===== src/logic/viu_regs.svh =====
`ifndef VIU_REGS_SVH
`define VIU_REGS_SVH

// ==========================================================
// register offsets
`define VIU_CFG_OFS        8'h00
`define VIU_STAT_OFS       8'h04

// ==========================================================
// control register fields
`define VIU_CFG_FMT1_LSB   0
`define VIU_CFG_FMT2_LSB   4
`define VIU_CFG_EDGE1_LSB  8
`define VIU_CFG_EDGE2_LSB  10
`define VIU_CFG_GANG_RISE  12
`define VIU_CFG_MUX_PORT   13
`define VIU_CFG_MASK       32'h0000_3fff
`define VIU_CFG_RESET      32'h0000_0044

// ==========================================================
// status register fields
`define VIU_STAT_FIELD     0
`define VIU_STAT_VBLANK    1
`define VIU_STAT_HTYPE     2
`define VIU_STAT_MISMATCH  3
`define VIU_STAT_BADFMT    4

// ==========================================================
// format codes and edge selections
`define VIU_FMT_MUX_YCC    4'h4
`define VIU_FMT_RGB24      4'h5
`define VIU_FMT_YCC16      4'h6
`define VIU_FMT_YCC24      4'h7
`define VIU_FMT_LVDS_OE    4'h8
`define VIU_FMT_LVDS_NORM  4'h9
`define VIU_EDGE_RISE      2'h0
`define VIU_EDGE_FALL      2'h1

// ==========================================================
// embedded timing reference
`define VIU_CODE_ONES      8'hff
`define VIU_CODE_ZERO      8'h00
`define VIU_CODE_FIELD     6
`define VIU_CODE_VBLANK    5
`define VIU_CODE_HTYPE     4

`endif


===== src/logic/viu_pkg.sv =====
`default_nettype none

package viu_pkg;
  // byte slot within a group, one-hot
  typedef enum logic [3:0] {
    VIU_SLOT_CB = 4'b0001,
    VIU_SLOT_Y0 = 4'b0010,
    VIU_SLOT_CR = 4'b0100,
    VIU_SLOT_Y1 = 4'b1000
  } viu_slot_type;

  // which capture path the format selectors choose
  typedef enum logic [2:0] {
    VIU_KIND_NONE = 3'b001,
    VIU_KIND_MUX  = 3'b010,
    VIU_KIND_GANG = 3'b100
  } viu_kind_type;
endpackage

`default_nettype wire


===== src/logic/viu_pin_sync.sv =====
`default_nettype none
`include "viu_regs.svh"

module viu_pin_sync
  import viu_pkg::*;
(
  input  wire logic        mclk,      // system clock
  input  wire logic        reset,     // async reset, active high
  input  wire logic        pin_clk,   // pixel clock pin
  input  wire logic [11:0] pin_bus,   // pixel data pins
  input  wire logic        pin_hs,    // horizontal sync pin
  input  wire logic        pin_vs,    // vertical sync pin
  input  wire logic        pin_de,    // data enable pin
  input  wire logic [1:0]  edge_sel,  // rise, fall or both
  output logic      [11:0] bus_q,     // captured data
  output logic             hs_q,      // synced hsync
  output logic             vs_q,      // synced vsync
  output logic             de_q,      // synced data enable
  output logic             latch_q,   // one-cycle capture pulse
  output logic             hs_lead_q  // one-cycle hsync leading edge
);

  logic [15:0] s1_reg;
  logic [15:0] s2_reg;
  logic [1:0]  s3_reg;
  wire  logic  clk_rise;
  wire  logic  clk_fall;
  wire  logic  take;

  // ==========================================================
  // two-stage synchroniser; third stage only feeds edge detect
  always_ff @(posedge mclk or posedge reset) begin
    if (reset) begin
      s1_reg <= 16'h0000;
      s2_reg <= 16'h0000;
      s3_reg <= 2'h0;
    end else begin
      s1_reg <= {pin_clk, pin_hs, pin_vs, pin_de, pin_bus};
      s2_reg <= s1_reg;
      s3_reg <= {s2_reg[15], s2_reg[14]};
    end
  end

  // edge picks; data sampled alongside the synced clock
  assign clk_rise = s2_reg[15] & ~s3_reg[1];
  assign clk_fall = ~s2_reg[15] & s3_reg[1];
  assign take     = (edge_sel == `VIU_EDGE_RISE) ? clk_rise :
                    (edge_sel == `VIU_EDGE_FALL) ? clk_fall :
                    (clk_rise | clk_fall);

  // ==========================================================
  // registered outputs
  always_ff @(posedge mclk or posedge reset) begin
    if (reset) begin
      bus_q     <= 12'h000;
      hs_q      <= 1'b0;
      vs_q      <= 1'b0;
      de_q      <= 1'b0;
      latch_q   <= 1'b0;
      hs_lead_q <= 1'b0;
    end else begin
      bus_q     <= s2_reg[11:0];
      hs_q      <= s2_reg[14];
      vs_q      <= s2_reg[13];
      de_q      <= s2_reg[12];
      latch_q   <= take;
      hs_lead_q <= s2_reg[14] & ~s3_reg[0];
    end
  end

endmodule // viu_pin_sync

`default_nettype wire


===== src/logic/viu_unpack.sv =====
// Contract
// - format 4 lanes carry Cb, Y, Cr, Y on the low eight bits.
// - format 4 decodes embedded sync; code starts in a Cb slot.
// - timing reference is ones, zero, zero, then status byte; format 7 decode does not check the second zero.
// - status bit 6 is field: one means second field.
// - status bit 5 is vertical blanking.
// - status bit 4 one means end of active video, zero start.
// - status bits 7 and 3..0 are ignored.
// - 24-bit formats capture once per pixel on one edge, default falling.
// - codes 5..9 decode as RGB, YCrCb16, YCrCb24, LVDS odd/even, LVDS.
// - 16-bit YCrCb: Cb with Y first clock, Cr with next Y after.
// - format 5 RGB and formats 6,7 luma placement on the ports.
// - format 6 chroma spans port 1 low and port 2 high nibbles.
// - format 7 carries own Cr and Cb per pixel.
// - formats 6 and 7 decode embedded sync aligned to a Cb slot.
// - multiplexed words pair into pixels from the hsync leading edge.
// - multiplexed capture edge is rising, falling or both per port.
`default_nettype none
`include "viu_regs.svh"

module viu_unpack
  import viu_pkg::*;
(
  input  wire logic        mclk,               // system clock, 250 MHz
  input  wire logic        reset,              // async reset, active high
  input  wire logic [7:0]  reg_addr,           // register byte address
  input  wire logic [31:0] reg_wdata,          // register write data
  input  wire logic        reg_wr,             // write strobe
  input  wire logic        reg_rd,             // read strobe
  output logic      [31:0] reg_rdata,          // read data, cycle after strobe
  input  wire logic [11:0] port1_pixel_bus,    // port 1 data pins
  input  wire logic        port1_hsync,        // port 1 hsync
  input  wire logic        port1_vsync,        // port 1 vsync
  input  wire logic        port1_data_enable,  // port 1 data enable
  input  wire logic        port1_pixel_clock,  // port 1 pixel clock
  input  wire logic [11:0] port2_pixel_bus,    // port 2 data pins
  input  wire logic        port2_hsync,        // port 2 hsync
  input  wire logic        port2_vsync,        // port 2 vsync
  input  wire logic        port2_data_enable,  // port 2 data enable
  input  wire logic        port2_pixel_clock,  // port 2 pixel clock
  output logic             pix_valid,          // one-cycle pixel strobe
  output logic      [23:0] pix_data,           // {Y,Cr,Cb} or {R,G,B}
  output logic             pix_hsync,          // hsync of active port
  output logic             pix_vsync,          // vsync of active port
  output logic             pix_de,             // data enable of active port
  output logic             pix_field,          // decoded field flag
  output logic             pix_vblank,         // decoded vertical blanking
  output logic             sync_eav,           // pulse: end-of-active code
  output logic             sync_sav            // pulse: start-of-active code
);

  // ==========================================================
  // state
  logic [31:0]  cfg_reg;
  logic         field_reg, vblank_reg, htype_reg;
  viu_slot_type slot_reg, slot_next, slot_cur;
  logic [7:0]   a_reg, y0_reg, c_reg;
  logic         pend_reg;
  logic [23:0]  pend_data_reg;

  wire logic [11:0] p1_bus, p2_bus;
  wire logic        p1_hs, p1_vs, p1_de, p1_latch, p1_lead;
  wire logic        p2_hs, p2_vs, p2_de, p2_latch, p2_lead;

  // ==========================================================
  // helpers
  function automatic viu_kind_type viu_kind(input logic [3:0] fmt);
    if (fmt == `VIU_FMT_MUX_YCC)
      return VIU_KIND_MUX;
    else if (fmt >= `VIU_FMT_RGB24 && fmt <= `VIU_FMT_LVDS_NORM)
      return VIU_KIND_GANG;
    else
      return VIU_KIND_NONE;
  endfunction

  // slot order: Cb,Y,Cr,Y for bytes; Cb/Cr pair per 24-bit capture
  function automatic viu_slot_type viu_advance(input viu_slot_type s,
                                               input logic byte_mode);
    case (s)
      VIU_SLOT_CB: return byte_mode ? VIU_SLOT_Y0 : VIU_SLOT_CR;
      VIU_SLOT_Y0: return VIU_SLOT_CR;
      VIU_SLOT_CR: return byte_mode ? VIU_SLOT_Y1 : VIU_SLOT_CB;
      VIU_SLOT_Y1: return VIU_SLOT_CB;
      default:     return VIU_SLOT_CB;
    endcase
  endfunction

  // ==========================================================
  // configuration decode
  wire logic [3:0]   fmt1     = cfg_reg[`VIU_CFG_FMT1_LSB +: 4];
  wire logic [3:0]   fmt2     = cfg_reg[`VIU_CFG_FMT2_LSB +: 4];
  wire logic         mux_sel  = cfg_reg[`VIU_CFG_MUX_PORT];
  wire logic [3:0]   mux_fmt  = mux_sel ? fmt2 : fmt1;
  wire logic         mismatch = (viu_kind(fmt1) == VIU_KIND_GANG) && (fmt1 != fmt2);
  wire viu_kind_type kind     = (viu_kind(mux_fmt) == VIU_KIND_MUX) ? VIU_KIND_MUX :
                                (viu_kind(fmt1) == VIU_KIND_GANG && !mismatch) ?
                                VIU_KIND_GANG : VIU_KIND_NONE;
  wire logic         is_mux   = (kind == VIU_KIND_MUX);
  wire logic         is_gang  = (kind == VIU_KIND_GANG);
  wire logic         fmt6     = (fmt1 == `VIU_FMT_YCC16);
  // 6 and 7 pair up pixels; 5, 8 and 9 pass the 24 bits per pixel
  wire logic         is_pair  = is_gang && (fmt6 || fmt1 == `VIU_FMT_YCC24);
  wire logic         single   = is_gang && !is_pair;
  // ganged capture uses one edge, falling unless asked otherwise
  wire logic [1:0]   gang_edge = {1'b0, ~cfg_reg[`VIU_CFG_GANG_RISE]};
  wire logic [1:0]   edge1 = is_gang ? gang_edge : cfg_reg[`VIU_CFG_EDGE1_LSB +: 2];
  wire logic [1:0]   edge2 = is_gang ? gang_edge : cfg_reg[`VIU_CFG_EDGE2_LSB +: 2];

  // ==========================================================
  // pin capture per port
  viu_pin_sync u_port1 (
    .mclk      (mclk),
    .reset     (reset),
    .pin_clk   (port1_pixel_clock),
    .pin_bus   (port1_pixel_bus),
    .pin_hs    (port1_hsync),
    .pin_vs    (port1_vsync),
    .pin_de    (port1_data_enable),
    .edge_sel  (edge1),
    .bus_q     (p1_bus),
    .hs_q      (p1_hs),
    .vs_q      (p1_vs),
    .de_q      (p1_de),
    .latch_q   (p1_latch),
    .hs_lead_q (p1_lead)
  );

  viu_pin_sync u_port2 (
    .mclk      (mclk),
    .reset     (reset),
    .pin_clk   (port2_pixel_clock),
    .pin_bus   (port2_pixel_bus),
    .pin_hs    (port2_hsync),
    .pin_vs    (port2_vsync),
    .pin_de    (port2_data_enable),
    .edge_sel  (edge2),
    .bus_q     (p2_bus),
    .hs_q      (p2_hs),
    .vs_q      (p2_vs),
    .de_q      (p2_de),
    .latch_q   (p2_latch),
    .hs_lead_q (p2_lead)
  );

  // ==========================================================
  // stream selection; ganged mode trusts port 1 timing for both ports
  wire logic       use2   = is_mux && mux_sel;
  wire logic [7:0] mbyte  = use2 ? p2_bus[7:0] : p1_bus[7:0];
  wire logic       cap    = is_mux ? (use2 ? p2_latch : p1_latch) :
                            (is_gang & p1_latch);
  wire logic       lead   = use2 ? p2_lead : p1_lead;
  wire logic [7:0] yb     = p1_bus[11:4];
  wire logic [7:0] mid    = {p1_bus[3:0], p2_bus[11:8]};
  wire logic [7:0] lowb   = p2_bus[7:0];

  // a leading hsync edge restarts the group at its first word
  assign slot_cur  = lead ? VIU_SLOT_CB : slot_reg;
  assign slot_next = cap ? viu_advance(slot_cur, is_mux) : slot_cur;

  // group end: fourth byte, or second capture of a 24-bit pair
  wire logic end_grp = cap && (is_mux ? (slot_cur == VIU_SLOT_Y1) :
                               (is_pair && slot_cur == VIU_SLOT_CR));
  // ones, zero, zero must precede (ones, zero in format 7); a stray byte never updates status
  wire logic pre_ok  = (a_reg == `VIU_CODE_ONES) && (y0_reg == `VIU_CODE_ZERO);
  wire logic third0  = is_mux ? (c_reg == `VIU_CODE_ZERO) :
                       fmt6 ? (mid == `VIU_CODE_ZERO) : 1'b1;
  wire logic code_hit = end_grp && pre_ok && third0;
  wire logic [7:0] stat = is_mux ? mbyte : yb;

  // ==========================================================
  // pixel assembly, out order {Y,Cr,Cb}
  wire logic [23:0] pix0 = is_mux ? {y0_reg, c_reg, a_reg} :
                           fmt6   ? {y0_reg, mid, a_reg} :
                                    {y0_reg, a_reg, c_reg};
  wire logic [23:0] pix1 = is_mux ? {mbyte, c_reg, a_reg} :
                           fmt6   ? {yb, mid, a_reg} :
                                    {yb, mid, lowb};
  wire logic        emit0     = end_grp && !code_hit;
  wire logic        emit_one  = cap && single;
  wire logic        valid_next = emit0 | emit_one | pend_reg;
  wire logic [23:0] data_next  = pend_reg ? pend_data_reg :
                                 emit0    ? pix0 : {p1_bus, p2_bus};

  // ==========================================================
  // register port decode
  wire logic        cfg_hit  = (reg_addr == `VIU_CFG_OFS);
  wire logic        stat_hit = (reg_addr == `VIU_STAT_OFS);
  wire logic [31:0] stat_word = {27'h0000000, (kind == VIU_KIND_NONE), mismatch,
                                 htype_reg, vblank_reg, field_reg};
  wire logic [31:0] rdata_next = !reg_rd  ? 32'h0000_0000 :
                                 cfg_hit  ? cfg_reg :
                                 stat_hit ? stat_word : 32'h0000_0000;

  // control register; undefined bits are dropped on write
  always_ff @(posedge mclk or posedge reset) begin
    if (reset) begin
      cfg_reg   <= `VIU_CFG_RESET;
      reg_rdata <= 32'h0000_0000;
    end else begin
      if (reg_wr && cfg_hit) begin
        cfg_reg <= reg_wdata & `VIU_CFG_MASK;
      end
      reg_rdata <= rdata_next;
    end
  end

  // slot tracking and byte holding
  always_ff @(posedge mclk or posedge reset) begin
    if (reset) begin
      slot_reg <= VIU_SLOT_CB;
      a_reg    <= 8'h00;
      y0_reg   <= 8'h00;
      c_reg    <= 8'h00;
    end else begin
      slot_reg <= slot_next;
      if (cap && is_mux && slot_cur == VIU_SLOT_CB) a_reg  <= mbyte;
      if (cap && is_mux && slot_cur == VIU_SLOT_Y0) y0_reg <= mbyte;
      if (cap && is_mux && slot_cur == VIU_SLOT_CR) c_reg  <= mbyte;
      if (cap && is_pair && slot_cur == VIU_SLOT_CB) begin
        a_reg  <= mid;
        y0_reg <= yb;
        c_reg  <= lowb;
      end
    end
  end

  // decoded sync; only bits 6..4 of the status byte are used
  always_ff @(posedge mclk or posedge reset) begin
    if (reset) begin
      field_reg  <= 1'b0;
      vblank_reg <= 1'b0;
      htype_reg  <= 1'b0;
      sync_eav   <= 1'b0;
      sync_sav   <= 1'b0;
    end else begin
      if (code_hit) begin
        field_reg  <= stat[`VIU_CODE_FIELD];
        vblank_reg <= stat[`VIU_CODE_VBLANK];
        htype_reg  <= stat[`VIU_CODE_HTYPE];
      end
      sync_eav <= code_hit & stat[`VIU_CODE_HTYPE];
      sync_sav <= code_hit & ~stat[`VIU_CODE_HTYPE];
    end
  end

  // pixel output; second pixel of a pair follows one cycle later
  always_ff @(posedge mclk or posedge reset) begin
    if (reset) begin
      pend_reg      <= 1'b0;
      pend_data_reg <= 24'h000000;
      pix_valid     <= 1'b0;
      pix_data      <= 24'h000000;
      pix_hsync     <= 1'b0;
      pix_vsync     <= 1'b0;
      pix_de        <= 1'b0;
    end else begin
      pend_reg      <= emit0;
      pend_data_reg <= pix1;
      pix_valid     <= valid_next;
      pix_data      <= data_next;
      pix_hsync     <= use2 ? p2_hs : p1_hs;
      pix_vsync     <= use2 ? p2_vs : p1_vs;
      pix_de        <= use2 ? p2_de : p1_de;
    end
  end

  assign pix_field  = field_reg;
  assign pix_vblank = vblank_reg;
endmodule // viu_unpack

`default_nettype wire


===== config.mk =====
export PLATFORM = sky130hd
export DESIGN_NAME = viu_unpack
export DESIGN_NICKNAME = d
export VERILOG_FILES = /design/src/logic/viu_pkg.sv /design/src/logic/viu_pin_sync.sv /design/src/logic/viu_unpack.sv
export VERILOG_INCLUDE_DIRS = /design/src /design/src/logic
export SDC_FILE = /design/constraint.sdc
export NUM_CORES = 1
export LEC_CHECK = 0
export BUFFER_PORTS_ARGS = -buffer_cell sky130_fd_sc_hd__buf_2
export CORE_MARGIN = 1.5
export CORE_UTILIZATION = 56
export CTS_CLUSTER_DIAMETER = 150
export CTS_CLUSTER_SIZE = 30
export DETAILED_ROUTE_END_ITERATION = 6
export PLACE_DENSITY_LB_ADDON = 0.1
export SLEW_MARGIN = 25
export SYNTH_ARGS = -nofsm -noshare
export SYNTH_HDL_FRONTEND = slang
export SYNTH_SLANG_ARGS = --single-unit

===== constraint.sdc =====
create_clock -name mclk -period 9.8 [get_ports mclk]
set_input_delay 1.47 -clock mclk [delete_from_list [all_inputs] [get_ports mclk]]
set_output_delay 1.47 -clock mclk [all_outputs]
set_load 0.02 [all_outputs]

[After elaboration in Yosys (flattened, before gate mapping)]
Index checks and enable logic that the tools add are counted.
Word-level totals
  bits in writable memories: 0
  latch bits: 0
  output and inout bits: 64
  register bits after elaboration: 216
  memories kept: 0
  ROM bits: 0
Cells by class
  bitwise operators: 21
  order comparisons: 4
  $add $sub $neg: 0
  equality and inequality tests: 18
  $mul: 0
  muxes and demuxes: 44
  shift operators: 0
  reduce and logical (&&, ||, !) cells: 34
  div/mod/pow operators: 0
Operators by type and width (count)
  $mux 24: 3
  $mux 8: 8
  $logic_not 8->1: 4
  $mux 16: 2
  $mux 14: 2
  $logic_and 1x1->1: 21
  $mux 3: 7
  $eq 4x3->1 const B: 5
  $mux 4: 4
  $mux 1: 13
  $pmux 4 s3: 1
  $and 1x1->1: 9
  $eq 8x3->1 const B: 1
  $eq 8x8->1 const B: 1
  $ge 4x3->1 const B: 2
  $le 4x4->1 const B: 2
  $not 1->1: 8
  $mux 7: 1
  $eq 3x2->1 const B: 2
  $eq 3x3->1 const B: 2
  $reduce_bool 2->1: 3
  $mux 5: 1
  $eq 2x1->1 const B: 2
  $eq 4x1->1 const B: 1
  9 further kinds: 16

[Depth between registers and ports, before layout]
  depth in word-level cells: 24
  depth in mapped cells: 9

[By module]
From an unflattened synthesis, not the netlist that was laid out.
Unflattened totals
  cell total of the unflattened synthesis: 693
  area, all modules: 8409.3 um^2
By module, submodules not included
  viu_unpack: cells each 577, instances 1, area an instance 5781.8 um^2
  viu_pin_sync: cells each 58, instances 2, area an instance 1313.8 um^2

[Least setup slack after synthesis]
OpenSTA, ideal clock, no wires.
  path type: input to register
  start: input reg_addr[5]
  end: register cfg_reg[0]
  path slack: 6.897 ns
  arrival: 2.778 ns
  cell stages on the path: 6
  cell sequence: nor4_1 nand2_1 nor2_1 nand2_1 buf_1 mux2_2
Between the ends
  longest elaborated chain between the ends: 2
RTL lines
  start, declared: line viu_unpack.sv:26  | input wire logic [7:0] reg_addr,
  $logic_not 8->1 (no line)
  $logic_and 1x1->1: line viu_unpack.sv:200  | if (reg_wr && cfg_hit) begin
  end signal, assigned: line viu_unpack.sv:197  | cfg_reg <= `VIU_CFG_RESET;
  end signal, assigned: line viu_unpack.sv:201  | cfg_reg <= reg_wdata & `VIU_CFG_MASK;
  end, declared: line viu_unpack.sv:54  | logic [31:0] cfg_reg;
No other way between the ends.
A chain may end at the register's enable or synchronous reset.

[Final worst setup path]
  start: register cfg_reg[4]
  end: register c_reg[3]
Between the ends
  longest elaborated chain between the ends: 14
  elaborated cells between the ends (all ways): 33
  classes of those cells: 2 x order compare; 7 x eq/ne; 12 x mux; 1 x bitwise; 11 x reduce/logical
RTL lines
  $mux 4: line viu_unpack.sv:93  | wire logic [3:0] mux_fmt = mux_sel ? fmt2 : fmt1;
  $ge 4x3->1 (no line) / $le 4x4->1 (equally long branches)
  $logic_and 1x1->1 (no line)
  $mux 3: line viu_unpack.sv:70  | else if (fmt >= `VIU_FMT_RGB24 && fmt <= `VIU_FMT_LVDS_NORM)
  $mux 3: line viu_unpack.sv:68  | if (fmt == `VIU_FMT_MUX_YCC)
  $eq 3x2->1: line viu_unpack.sv:95  | wire viu_kind_type kind = (viu_kind(mux_fmt) == VIU_KIND_MUX) ? VIU_KIND_MUX :
  $mux 3 *: line viu_unpack.sv:95
  $eq 3x2->1: line viu_unpack.sv:98  | wire logic is_mux = (kind == VIU_KIND_MUX);
  $logic_and 1x1->1: line viu_unpack.sv:147  | wire logic use2 = is_mux && mux_sel;
  $mux 1 (on tied branches): line viu_unpack.sv:151, viu_unpack.sv:149
  $mux 4 / $mux 1 (equally long branches): line viu_unpack.sv:157, viu_unpack.sv:149
  $eq 4x1->1, or another cell as far along: line viu_unpack.sv:219  | if (cap && is_pair && slot_cur == VIU_SLOT_CB) begin
  $logic_and 1x1->1 (on tied branches): line viu_unpack.sv:219, viu_unpack.sv:218
  $mux 8 / $reduce_bool 2->1 (equally long branches)
  end signal, assigned: line viu_unpack.sv:218  | if (cap && is_mux && slot_cur == VIU_SLOT_CR) c_reg <= mbyte;
  end signal, assigned: line viu_unpack.sv:222  | c_reg <= lowb;
  end, declared: line viu_unpack.sv:57  | logic [7:0] a_reg, y0_reg, c_reg;
Mark *: on every way between the ends. The rest lies on a longest branch, timed or not. The select of a mux whose other input is x is not followed.

==> metrics <==
outcome=finished, final reports clean; global-route wire length before repair=29.1 mm; antenna violations before repair=0; number of hold buffers added after cts=0; area growth from synthesis to layout=9.84%; horizontal die dimension=approximately 130 um; Remaining DRCs=0; Worst-Margin Slew=1.02 ns; max-slew violations=0; post-synth top area cell=sky130_fd_sc_hd__dfrtp_1; WP data arrival=~3.6 ns; PortBufs=103; Seq/Total Area, Yosys=61.6%; area of the die=roughly 16000 um^2; number of enable-type register cells in the synthesized netlist=0; Area contributors post-synth=sky130_fd_sc_hd__dfrtp_1, sky130_fd_sc_hd__mux2i_1, sky130_fd_sc_hd__nand2_1; clk slew on worst S/H paths=0.11 ns; maximum fanout along the worst path=15; number of buffers created by CTS=11; Final Wtd Congestion=about 0.84; Final setup viols=0; Synth Area per Inst=12.4 um^2; total area of sequential cells=5360 um^2; final hold violation count=0; Placed Instance Area=between 9000 and 10000 um^2; Initial Utilization=57.2%; global-route congestion overflow total=0; Setup CP Type=flop to flop; power density over cell area=164 nW/um^2; CTS tree=built; Placeable Area=roughly 15000 um^2; number of placement rows=45; leakage power summed over all cells=4.43 nW; setup repair after global routing missed its margin=no; via count=5551; Vias/cell=5.69; sum of net half-perimeters after detailed placement=11.9 mm; pin count of the biggest net entering global routing=136; max_slew headroom=32.2%; count of inserted antenna diode cells=0; Layout fillers=1188; worst min-delay path category=flop to flop; number of instances resized during post-cts repair=0; post-layout minimum cycle time=approximately 3.3 ns; Clock Tree Buf Depth=3; upper clock frequency limit=roughly 300 MHz; number of nets with antenna violations after routing=0; number of violations reported at the end of detailed-routing iteration 0=about 480; final design instance area without fill=approximately 9600 um^2; root cell of the clock tree=sky130_fd_sc_hd__clkbuf_16; critical path launch point type=flop; # clock sinks=214; setup tns final=0 ns; total number of nets in the final design=866; required time worst endpoint=10.14 ns; share of synthesized flip-flops with an asynchronous set or reset=100%; area of the multi-input gates=3010 um^2; number of setup buffers added after CTS=0; Post-synth top flop=sky130_fd_sc_hd__dfrtp_1; count of warnings emitted by yosys=0; wire length reported by the detailed router=between 15 and 20 mm; GRT Util Overall=22.6%; most frequent cells in the layout=sky130_fd_sc_hd__dfrtp_1, sky130_fd_sc_hd__buf_2, sky130_fd_sc_hd__nand2_1; portion of the clock cycle consumed by the worst path in the final layout=33.7%; post-synth top area share=60.7%; maximum capacitance violations=0; Max VDD drop=0.000173 V; clock skew=0.0302 ns; CTS H-Tree Depth=1; Worst-Skew Late Latency=approximately 0.46 ns; detail-routed net length per standard cell=18.2 um; Die Y-Extent=128 um; most common library cell in the layout ignoring fill and taps=sky130_fd_sc_hd__dfrtp_1; number of cells produced by synthesis=702; number of global-route vias before repair=5401; number of library cell types mapped by synthesis=71; netlist area before placement=8700 um^2; synthesis-stage register bit count=214; number of primary I/O pins=140; post-placement setup slack=6.04 ns; DR pass1 iterations=5; endpoint class of the critical path=flop; fraction of layout cells with a size suffix above 1=23.9%; smallest setup slack after layout=6.50 ns
## Yosys cell counts, types with 3 or more instances
cell and number:
sky130_fd_sc_hd__a21oi_1 22, sky130_fd_sc_hd__a22oi_1 3, sky130_fd_sc_hd__a31oi_1 18, sky130_fd_sc_hd__a41o_1 8, sky130_fd_sc_hd__a41oi_1 8, sky130_fd_sc_hd__and3_1 10, sky130_fd_sc_hd__buf_2 5, sky130_fd_sc_hd__buf_4 27
sky130_fd_sc_hd__buf_6 7, sky130_fd_sc_hd__clkbuf_1 16, sky130_fd_sc_hd__dfrtp_1 211, sky130_fd_sc_hd__dfstp_2 3, sky130_fd_sc_hd__ha_1 4, sky130_fd_sc_hd__inv_1 11, sky130_fd_sc_hd__mux2_1 3, sky130_fd_sc_hd__mux2_2 25
sky130_fd_sc_hd__mux2i_1 46, sky130_fd_sc_hd__nand2_1 78, sky130_fd_sc_hd__nand2b_1 3, sky130_fd_sc_hd__nand4_1 4, sky130_fd_sc_hd__nor2_1 32, sky130_fd_sc_hd__nor2_2 4, sky130_fd_sc_hd__nor2b_1 25, sky130_fd_sc_hd__nor3_1 3
sky130_fd_sc_hd__nor4_1 8, sky130_fd_sc_hd__o21ai_0 18, sky130_fd_sc_hd__o21ai_1 32, sky130_fd_sc_hd__o31ai_1 6, sky130_fd_sc_hd__o31ai_2 10, sky130_fd_sc_hd__or4_1 3, sky130_fd_sc_hd__xnor2_1 4
## stage by stage
step / total power, mW / cells / hold WS, ns / util [%]
after floorplan: 1.06 / 719 / 0.331 / -
after global placement: 1.10 / 959 / 0.331 / 60.5
after detailed placement: 1.11 / 959 / 0.335 / 60.6
after CTS: 1.58 / 974 / 0.315 / 62.7
after global routing: 1.64 / 976 / 0.311 / 62.9
final: 1.57 / 976 / 0.318 / 62.9
## path summary, 6_finish.rpt
check	startpoint	to	slack, ns	cells past startpoint
worst max-delay path	cfg_reg[4]	c_reg[3]	6.50	6
worst min-delay path	u_port2.s2_reg[2]	u_port2.bus_q[2]	0.32	0
worst max register to register	cfg_reg[4]	c_reg[3]	6.50	6
worst min register to register	u_port2.s2_reg[2]	u_port2.bus_q[2]	0.32	0
max in group asynchronous	reset	u_port2.s2_reg[0]	7.43	3
min in group asynchronous	reset	u_port1.s3_reg[1]	1.19	2
## worst max-delay path: stages (launching register included)
cell	delay, ns
sky130_fd_sc_hd__dfrtp_1	0.51
sky130_fd_sc_hd__nor4b_2	0.35
sky130_fd_sc_hd__nand2_1	0.49
sky130_fd_sc_hd__mux2i_2	0.78
sky130_fd_sc_hd__and3_1	0.69
sky130_fd_sc_hd__mux2i_1	0.28
sky130_fd_sc_hd__o21ai_1	0.08
## power breakdown
part	internal (mW)	total [mW]	switching [mW]	leakage (nW)
combinational	0.0463	0.121	0.0743	1.65
sequential	0.928	0.967	0.0394	2.63
clock	0.214	0.480	0.265	0.151
## final cells by class
type	instances	share of cell area [%]
multi-input combinational	438	31.5
sequential	214	56.1
clock buffer	14	3.00
inverter	11	0.511
clock inverter	1	0.314
timing repair buffer	110	6.10
tap	188	2.46
## cells by family after synthesis
family	after synthesis	synth area share [%]
AOI/OAI and AO/OA	145	12.1
xor gates and xnor gates	4	0.403
adders and majority gates	4	0.575
buffers and inverters	67	4.73
DFF	214	61.6
muxes	75	9.08
other	1	0.0431
and+or+nand+nor	192	11.4
## routing by layer
layer / track usage [%] / wire length [um] / part of all wire (%) / vias up
met2: 35.3 / 8080 / 46 / 186
li1: - / - / - / 2590
met4: 4.82 / 229 / 1.3 / 0
met3: 2.72 / 1080 / 6.1 / 23
met5: 0 / 0 / 0 / -
met1: 34.6 / 8360 / 47 / 2752
Note: power is estimated with default switching activity, not from simulation.
